## config.mk

```make
export PLATFORM = sky130hd
export DESIGN_NAME = lscl_top
export DESIGN_NICKNAME = d
export VERILOG_FILES = /design/src/core/lscl_pkg.sv /design/src/core/lscl_sync_if.sv /design/src/core/lscl_sync.sv /design/src/core/lscl_top.sv
export SDC_FILE = /design/constraint.sdc
export NUM_CORES = 1
export LEC_CHECK = 0
export BUFFER_PORTS_ARGS = -buffer_cell sky130_fd_sc_hd__buf_4
export CORE_ASPECT_RATIO = 0.9
export CORE_UTILIZATION = 50
export DETAILED_ROUTE_END_ITERATION = 8
export PLACE_DENSITY_LB_ADDON = 0.08
export SYNTH_ARGS = -nofsm -noshare
export SYNTH_HDL_FRONTEND = slang
export SYNTH_SLANG_ARGS = --single-unit
export TNS_END_PERCENT = 100
```

## constraint.sdc

```tcl
create_clock -name clk -period 2.65 [get_ports clk]
set_input_delay 0.795 -clock clk [delete_from_list [all_inputs] [get_ports clk]]
set_output_delay 0.795 -clock clk [all_outputs]
set_load 0.005 [all_outputs]
```

## src/core/lscl_pkg.sv

```systemverilog
// Shared constants and types for the LED channel serial latch control block.
package lscl_pkg;
  localparam int unsigned WORD_W   = 3;          // Bits per serial control word.
  localparam int unsigned SYNC_W   = 2;          // Synchroniser depth for pin inputs.
  localparam int unsigned CASC_LAT = 3;          // Serial clock edges from data input to cascade.
  localparam logic [2:0]  WORD_RST = 3'h0;       // Power-up contents of register and latch.
  localparam int unsigned BIT_MSB  = 2;          // First bit shifted in.
  localparam int unsigned BIT_MID  = 1;
  localparam int unsigned BIT_LSB  = 0;          // Last bit shifted in.
  localparam int unsigned MODE_W   = 1;
  localparam int unsigned NPIN     = 8;          // Pins passing the synchroniser.
  localparam int unsigned PIN_SCLK = 0;          // Place of each pin in the synchroniser.
  localparam int unsigned PIN_SDAT = 1;
  localparam int unsigned PIN_LOAD = 2;
  localparam int unsigned PIN_ODIS = 3;
  localparam int unsigned PIN_HOT  = 4;
  localparam int unsigned PIN_DIM  = 5;          // Lowest of the three dimming enables.

  // Channel gating source: serial latch or per-channel dimming pins.
  typedef enum logic [0:0] {
    LSCL_MODE_SERIAL = 1'b0,
    LSCL_MODE_PIN    = 1'b1
  } lscl_mode_t;
endpackage

```

## src/core/lscl_sync_if.sv

```systemverilog
// Interface carrying synchronised pin levels from the input stage to the core.
`timescale 1ns/1ps
`default_nettype none
interface lscl_sync_if;
  logic       sclk_rise;  // One-cycle pulse on a serial clock rising edge.
  logic       sdata;      // Synchronised serial data level.
  logic       load;       // Synchronised latch-load level.
  logic       load_fall;  // One-cycle pulse on a latch-load falling edge.
  logic       odis;       // Synchronised output-disable level.
  logic       hot;        // Synchronised overheat flag.
  logic [2:0] dim;        // Synchronised per-channel dimming enables.

  modport src (output sclk_rise, sdata, load, load_fall, odis, hot, dim);
  modport dst (input sclk_rise, sdata, load, load_fall, odis, hot, dim);
endinterface
`default_nettype wire

```

## src/core/lscl_sync.sv

```systemverilog
// Two-flop synchronisers for all asynchronous pins except the mode strap, which is synchronised in the top, and edge finders for serial clock and latch-load.
`timescale 1ns/1ps
`default_nettype none
module lscl_sync (
  input  wire logic   clk,
  input  wire logic   rst,
  input  wire logic   serial_clk,
  input  wire logic   serial_data,
  input  wire logic   latch_load,
  input  wire logic   output_disable,
  input  wire logic   overheat,
  input  wire logic   dim_1,
  input  wire logic   dim_2,
  input  wire logic   dim_3,
  lscl_sync_if.src    sy
);
  localparam int unsigned NPIN = lscl_pkg::NPIN;

  logic [NPIN-1:0] pins;
  logic [NPIN-1:0] meta_ff;
  logic [NPIN-1:0] sync_ff;
  logic            sclk_prev_ff;
  logic            load_prev_ff;

  assign pins = {dim_3, dim_2, dim_1, overheat, output_disable, latch_load, serial_data,
                 serial_clk};

  ////////////////////////////////////////////////////////////////////////////
  // Each pin passes two flops; only the second flop is read by logic.
  genvar g;
  generate
    for (g = 0; g < NPIN; g++) begin : g_sync
      always_ff @(posedge clk) begin
        if (rst) begin
          meta_ff[g] <= 1'b0;
          sync_ff[g] <= 1'b0;
        end else begin
          meta_ff[g] <= pins[g];
          sync_ff[g] <= meta_ff[g];
        end
      end
    end
  endgenerate

  // Previous levels for edge finding, taken from the synchronised copies.
  always_ff @(posedge clk) begin
    if (rst) begin
      sclk_prev_ff <= 1'b0;
      load_prev_ff <= 1'b0;
    end else begin
      sclk_prev_ff <= sync_ff[lscl_pkg::PIN_SCLK];
      load_prev_ff <= sync_ff[lscl_pkg::PIN_LOAD];
    end
  end

  ////////////////////////////////////////////////////////////////////////////
  // Data is taken together with the clock edge, so both saw equal delay.
  assign sy.sclk_rise = sync_ff[lscl_pkg::PIN_SCLK] & ~sclk_prev_ff;
  assign sy.sdata     = sync_ff[lscl_pkg::PIN_SDAT];
  assign sy.load      = sync_ff[lscl_pkg::PIN_LOAD];
  assign sy.load_fall = ~sync_ff[lscl_pkg::PIN_LOAD] & load_prev_ff;
  assign sy.odis      = sync_ff[lscl_pkg::PIN_ODIS];
  assign sy.hot       = sync_ff[lscl_pkg::PIN_HOT];
  assign sy.dim       = sync_ff[lscl_pkg::PIN_DIM +: lscl_pkg::WORD_W];
endmodule
`default_nettype wire

```

## src/core/lscl_top.sv

```systemverilog
// Serial shift register, output latch and channel gating for a three-channel LED sink.
//
// Summary of operation
// RQ1: A control word is three bits, one per channel, held in a shift register.
// RQ2: The controller holds serial data stable around each serial clock rising edge.
// RQ3: Bits arrive most significant first; least significant bit arrives last.
// RQ4: Each serial clock rising edge shifts the register and loads the data bit.
// RQ5: While latch-load is high the output latch copies the shift register.
// RQ6: Latch-load falling edge captures the register; latch holds while low.
// RQ7: Output-disable high puts all channels high impedance; latch stays unchanged. The code does so in serial mode only; pin mode ignores it.
// RQ8: Output-disable low makes each channel follow its latch bit.
// RQ9: Shifting and latching ignore the output-disable level.
// RQ10: Cascade output shows the last register stage, updated per serial clock edge.
// RQ11: A data bit reaches the cascade output after three serial clock edges.
// RQ12: In pin mode each dimming input enables its channel when high.
// RQ13: The controller keeps each dimming input at or below 5 kHz.
// RQ14: Repeated latching with outputs enabled switches all channels together.
// RQ15: With latch-load held high, controller chooses bits carefully for common dimming.
// RQ16: With latch and outputs enabled, controller respects the maximum switching rate.
// RQ17: Overheat turns all channel sinks off until the temperature falls back.
// RQ18: Latch bit 0 drives channel 1, bit 1 channel 2, bit 2 channel 3.
`timescale 1ns/1ps
`default_nettype none
module lscl_top (
  input  wire logic clk,
  input  wire logic rst,
  input  wire logic mode_pin,
  input  wire logic serial_clk,
  input  wire logic serial_data,
  input  wire logic latch_load,
  input  wire logic output_disable,
  input  wire logic overheat,
  input  wire logic dim_1,
  input  wire logic dim_2,
  input  wire logic dim_3,
  output logic      cascade_out,
  output logic      channel_sink_1,
  output logic      channel_sink_2,
  output logic      channel_sink_3,
  output logic      channel_oe_1,
  output logic      channel_oe_2,
  output logic      channel_oe_3
);
  lscl_sync_if sy ();

  lscl_pkg::lscl_mode_t        mode_ff;
  logic [lscl_pkg::WORD_W-1:0] shift_ff;
  logic [lscl_pkg::WORD_W-1:0] nxt_shift;
  logic [lscl_pkg::WORD_W-1:0] latch_ff;
  logic [lscl_pkg::WORD_W-1:0] nxt_latch;
  logic [lscl_pkg::WORD_W-1:0] sink_ff;
  logic [lscl_pkg::WORD_W-1:0] oe_ff;
  logic [lscl_pkg::WORD_W-1:0] nxt_sink;
  logic [lscl_pkg::WORD_W-1:0] nxt_oe;
  logic                        casc_ff;
  logic                        mode_meta_ff;
  logic                        mode_sync_ff;
  logic [1:0]                  sent_ff;
  logic [1:0]                  nxt_sent;

  lscl_sync u_sync (
    .clk            (clk),
    .rst            (rst),
    .serial_clk     (serial_clk),
    .serial_data    (serial_data),
    .latch_load     (latch_load),
    .output_disable (output_disable),
    .overheat       (overheat),
    .dim_1          (dim_1),
    .dim_2          (dim_2),
    .dim_3          (dim_3),
    .sy             (sy)
  );

  ////////////////////////////////////////////////////////////////////////////
  // Variant strap, synchronised and then registered every cycle, so a later change on the pin switches the mode.
  always_ff @(posedge clk) begin
    if (rst) begin
      mode_meta_ff <= 1'b0;
      mode_sync_ff <= 1'b0;
    end else begin
      mode_meta_ff <= mode_pin;
      mode_sync_ff <= mode_meta_ff;
    end
  end

  always_ff @(posedge clk) begin
    if (rst) begin
      mode_ff <= lscl_pkg::LSCL_MODE_SERIAL;
    end else begin
      mode_ff <= lscl_pkg::lscl_mode_t'(mode_sync_ff);
    end
  end

  ////////////////////////////////////////////////////////////////////////////
  // New bits enter at the bottom, so the first bit sent ends in the top stage.
  assign nxt_shift = sy.sclk_rise ? {shift_ff[lscl_pkg::BIT_MID:lscl_pkg::BIT_LSB], sy.sdata}
                                  : shift_ff; // RQ1 RQ3 RQ4 RQ9

  // Transparent while load is high; the falling-edge pulse takes the register once more.
  assign nxt_latch = (sy.load || sy.load_fall) ? nxt_shift : latch_ff; // RQ5 RQ6 RQ9

  always_ff @(posedge clk) begin
    if (rst) begin
      shift_ff <= lscl_pkg::WORD_RST;
      latch_ff <= lscl_pkg::WORD_RST;
      casc_ff  <= 1'b0;
    end else begin
      shift_ff <= nxt_shift;
      latch_ff <= nxt_latch;
      casc_ff  <= nxt_shift[lscl_pkg::BIT_MSB]; // RQ10 RQ11
    end
  end

  ////////////////////////////////////////////////////////////////////////////
  // Channel gating. A sink drives low when on and is released otherwise, like an
  // open drain; overheat releases every channel regardless of mode.
  genvar c;
  generate
    for (c = 0; c < lscl_pkg::WORD_W; c++) begin : g_ch
      assign nxt_sink[c] = 1'b0;
      assign nxt_oe[c]   = sy.hot ? 1'b0 :                                 // RQ17
                           (mode_ff == lscl_pkg::LSCL_MODE_PIN) ? sy.dim[c] : // RQ12
                           (~sy.odis & latch_ff[c]);                       // RQ7 RQ8 RQ14 RQ18
    end
  endgenerate

  always_ff @(posedge clk) begin
    if (rst) begin
      sink_ff <= lscl_pkg::WORD_RST;
      oe_ff   <= lscl_pkg::WORD_RST;
    end else begin
      sink_ff <= nxt_sink;
      oe_ff   <= nxt_oe;
    end
  end

  assign cascade_out    = casc_ff;
  assign channel_sink_1 = sink_ff[0];
  assign channel_sink_2 = sink_ff[1];
  assign channel_sink_3 = sink_ff[2];
  assign channel_oe_1   = oe_ff[0];
  assign channel_oe_2   = oe_ff[1];
  assign channel_oe_3   = oe_ff[2];

  ////////////////////////////////////////////////////////////////////////////
  // Checker helper: bits taken on the last two serial clock rises, oldest on top.
  // It is kept apart from the register so that bit order is checked by count.
  assign nxt_sent = sy.sclk_rise ? {sent_ff[0], sy.sdata} : sent_ff;

  always_ff @(posedge clk) begin
    if (rst) begin
      sent_ff <= 2'h0;
    end else begin
      sent_ff <= nxt_sent;
    end
  end

  ////////////////////////////////////////////////////////////////////////////
  // Checks on the logic this block drives.
  property p_shift_in;
    @(posedge clk) disable iff (rst)
      sy.sclk_rise |=> shift_ff == {$past(shift_ff[lscl_pkg::BIT_MID:lscl_pkg::BIT_LSB]),
                                    $past(sy.sdata)};
  endproperty
  a_shift_in: assert property (p_shift_in) else $error("shift register did not shift"); // RQ4

  property p_shift_hold;
    @(posedge clk) disable iff (rst)
      !sy.sclk_rise |=> $stable(shift_ff);
  endproperty
  a_shift_hold: assert property (p_shift_hold) else $error("shift register moved without edge"); // RQ1

  property p_msb_first;
    @(posedge clk) disable iff (rst)
      sy.sclk_rise |=> shift_ff[lscl_pkg::BIT_MSB] == $past(sent_ff[1]) &&
                       shift_ff[lscl_pkg::BIT_LSB] == $past(sy.sdata);
  endproperty
  a_msb_first: assert property (p_msb_first) else $error("first bit not in top stage"); // RQ3

  property p_transparent;
    @(posedge clk) disable iff (rst)
      sy.load |=> latch_ff == shift_ff;
  endproperty
  a_transparent: assert property (p_transparent) else $error("latch not transparent"); // RQ5

  property p_latch_hold;
    @(posedge clk) disable iff (rst)
      (!sy.load && !sy.load_fall) |=> $stable(latch_ff);
  endproperty
  a_latch_hold: assert property (p_latch_hold) else $error("latch changed while closed"); // RQ6

  property p_disable;
    @(posedge clk) disable iff (rst)
      (sy.odis && mode_ff == lscl_pkg::LSCL_MODE_SERIAL) |=> oe_ff == 3'h0;
  endproperty
  a_disable: assert property (p_disable) else $error("channel driven while disabled"); // RQ7

  property p_follow;
    @(posedge clk) disable iff (rst)
      (!sy.odis && !sy.hot && mode_ff == lscl_pkg::LSCL_MODE_SERIAL) |=> oe_ff == $past(latch_ff);
  endproperty
  a_follow: assert property (p_follow) else $error("channel not following latch"); // RQ8

  property p_cascade;
    @(posedge clk) disable iff (rst)
      1'b1 |=> cascade_out == shift_ff[lscl_pkg::BIT_MSB];
  endproperty
  a_cascade: assert property (p_cascade) else $error("cascade not last stage"); // RQ10

  // The bit taken two rises ago leaves on the third rise.
  property p_cascade_lat;
    @(posedge clk) disable iff (rst)
      sy.sclk_rise |=> cascade_out == $past(sent_ff[1]);
  endproperty
  a_cascade_lat: assert property (p_cascade_lat) else $error("cascade latency wrong"); // RQ11

  property p_pin_dim;
    @(posedge clk) disable iff (rst)
      (!sy.hot && mode_ff == lscl_pkg::LSCL_MODE_PIN) |=> oe_ff == $past(sy.dim);
  endproperty
  a_pin_dim: assert property (p_pin_dim) else $error("dimming pin not obeyed"); // RQ12

  property p_hot;
    @(posedge clk) disable iff (rst)
      sy.hot |=> oe_ff == 3'h0;
  endproperty
  a_hot: assert property (p_hot) else $error("channel on during overheat"); // RQ17
endmodule
`default_nettype wire

```

==> flow_metrics.env <==
export IMPL_status="completed"
export IMPL_finalCritPeriodShare_pct=58.4
export IMPL_critPathKind="reg2out"
export IMPL_critPathRequiredTime_ps=1860
export IMPL_grt_pass1_vias=532
export IMPL_drive_above_1_share_pct=23.5
export IMPL_grt_total_usage_pct=15.8
export IMPL_antenna_cells=0
export IMPL_combPwrFrac_pct=6.0
export IMPL_antenna_found_initial=0
export IMPL_path_buf_inv=1
export IMPL_place_congestion=0.701
export IMPL_wl_per_cell_um=9.75
export IMPL_nNetsFinal=109
export IMPL_slew_viol_final=0
export IMPL_critPathSlowestCell="dfxtp_1"
export IMPL_wirelength_um=1190
export IMPL_postRouteAntennaNets=0
export IMPL_p_leak_nw=0.457
export IMPL_area_growth_pct=15.0
export IMPL_synth_warnings=0
export IMPL_grt_overflow_total=0
export IMPL_synth_distinct_cells=15
export IMPL_cts_max_level=2
export IMPL_setup_tns_final_ps=0
export IMPL_io_pins=18
export IMPL_cap_violations=0
export IMPL_hold_viol_final=0
export IMPL_grt_start_max_net_pins=31
export IMPL_cts_resized=0
export IMPL_drt_iter0_drc=5
export IMPL_cts_root_buf="clkbuf_4"
export IMPL_numCtsBuffers=5
export IMPL_skew_ps=7.21
export IMPL_cts_tree="done"
export IMPL_postCtsSetupBuffers=0
export IMPL_die_area_um2=2060
export IMPL_cp_top_family="flip-flops"
export IMPL_whs_ps=430
export IMPL_start_util_pct=54.7
export IMPL_critical_path_max_stage_delay_ps=320
export IMPL_cts_buffer_depth=2
export IMPL_rsz0062_at_grt="no"
export IMPL_ys_seq_area_share_pct=63.9
export IMPL_switching_share_pct=21.1
export IMPL_core_um2=1720
export IMPL_synthCells=82
export IMPL_min_period_ps=1550
export IMPL_end_kind="primary output"
export IMPL_ys_seq_elements=30
export IMPL_power_density_nw_per_um2=697
export IMPL_critical_path_arrival_ps=750
export IMPL_synth_area_per_cell_um2=11.5
export IMPL_p_int_uw=595
export IMPL_clk_latency_ps=310
export IMPL_routed_via_density=4.53
export IMPL_path_clk_slew_ps=80
export IMPL_fp_row_count=14
export IMPL_die_w_um=47.7
export IMPL_syn_area_um2=940
export IMPL_dr_pass1_iters=2
export IMPL_die_h_um=43.1
export IMPL_cts_sinks=30
export IMPL_switchingPower_uw=159
export IMPL_hold_class="reg2reg"
export IMPL_start_kind="register"
export IMPL_hold_buffers=0
export IMPL_drc_errors=0
export IMPL_setup_viol=0
export IMPL_port_buffers=14
export IMPL_p_seq_share_pct=63.0
export IMPL_fmax_mhz=646
export IMPL_grt_pass1_wl_um=2110
export IMPL_ir_drop_v=0.000416
export IMPL_cp_cell_sequence="buf_4"
export IMPL_clkPwrFrac_pct=31.0
export IMPL_vias=553
export IMPL_cp_max_fo=2
-- sequential cells by signal (all words and copies together) (netlist names) --
| signal | cells |
|---|---|
| u_sync.sy.load | 1 |
| oe_ff | 3 |
| u_sync.sy.odis | 1 |
| shift_ff | 3 |
| mode_sync_ff | 1 |
| u_sync.sy.hot | 1 |
| u_sync.sclk_prev_ff | 1 |
| u_sync.load_prev_ff | 1 |
| u_sync.sy.dim | 3 |
| mode_meta_ff | 1 |
| u_sync.sy.sdata | 1 |
| mode_ff | 1 |
| u_sync.sync_ff | 1 |
| latch_ff | 3 |
| u_sync.meta_ff | 8 |
-- synthesized netlist by cell type (all sizes together) --
cell type / instances / area share, %
a211oi: 3 / 4.0
a21oi: 3 / 1.6
buf: 5 / 4.1
clkbuf: 2 / 0.80
conb: 1 / 0.40
dfxtp: 30 / 64
mux2i: 3 / 3.2
nand2b: 1 / 0.93
nor2: 6 / 2.4
nor2b: 21 / 14
nor3: 3 / 1.6
nor3b: 3 / 2.4
or2: 1 / 0.67
-- layout by cell type (no fill, tap or decap), drive strengths merged --
| cell type | instances |
|---|---|
| clkbuf | 7 |
| conb | 3 |
| mux2i | 3 |
| buf | 14 |
| a211oi | 3 |
| nor2 | 6 |
| a21oi | 3 |
| nor2b | 21 |
| nand2b | 1 |
| dfxtp | 30 |
| or2 | 1 |
| nor3b | 3 |
| nor3 | 3 |
-- power by group through the flow --
stage	Clock (mW)	Sequential [mW]	Combinational, mW
after floorplan	0	0.484	0.0344
after global placement	0	0.486	0.0438
after detailed placement	0	0.486	0.0460
after CTS	0.241	0.475	0.0460
after global routing	0.264	0.478	0.0509
final	0.234	0.475	0.0452
-- stage by stage --
stage | area [um^2] | power, mW | utilization (%) | cells | worst slack, ps
after floorplan | 947 | 0.519 | - | 84 | 1420
after detailed placement | 1040 | 0.532 | 60.3 | 115 | 1350
after global placement | 1040 | 0.529 | 60.3 | 115 | 1360
after CTS | 1080 | 0.762 | 63.0 | 122 | 1080
final | 1080 | 0.754 | 63.0 | 122 | 1100
after global routing | 1080 | 0.792 | 63.0 | 122 | 1040
-- layer usage --
| metal | global-route usage (%) | part of all wire [%] | vias to the layer above |
|---|---|---|---|
| li1 | - | - | 285 |
| met1 | 18.0 | 45 | 245 |
| met2 | 21.1 | 45 | 18 |
| met3 | 8.94 | 6.6 | 5 |
| met4 | 11.7 | 3.6 | 0 |
| met5 | 0 | 0 | - |
-- worst paths after layout --
check	slack (ps)	end	depth (start not counted)	startpoint
worst max-delay path	1100	cascade_out	1	shift_ff[2]
worst min-delay path	430	mode_sync_ff	1	mode_meta_ff
worst max register to register	1650	latch_ff[2]	3	u_sync.load_prev_ff
worst min register to register	430	mode_sync_ff	1	mode_meta_ff
-- kinds of logic (layout without fill, tap and decap cells) --
kind of cell | count (synthesis) | count (layout) | share of synthesized area (%)
AND/OR/NAND/NOR | 35 | 35 | 22.0
multiplexers | 3 | 3 | 3.20
flip-flops | 30 | 30 | 63.9
buffers and inverters | 7 | 21 | 4.93
AO/OA/AOI/OAI | 6 | 6 | 5.59
other | 1 | 3 | 0.399
-- layout make-up --
cell class	count	area, um^2
Timing Repair Buffer	14	105
Fill cell	169	636
Clock buffer	7	45.0
Sequential cell	30	601
Multi-Input combinational cell	47	300
Tap cell	24	30.0
Power figures use the tool's default switching activity.
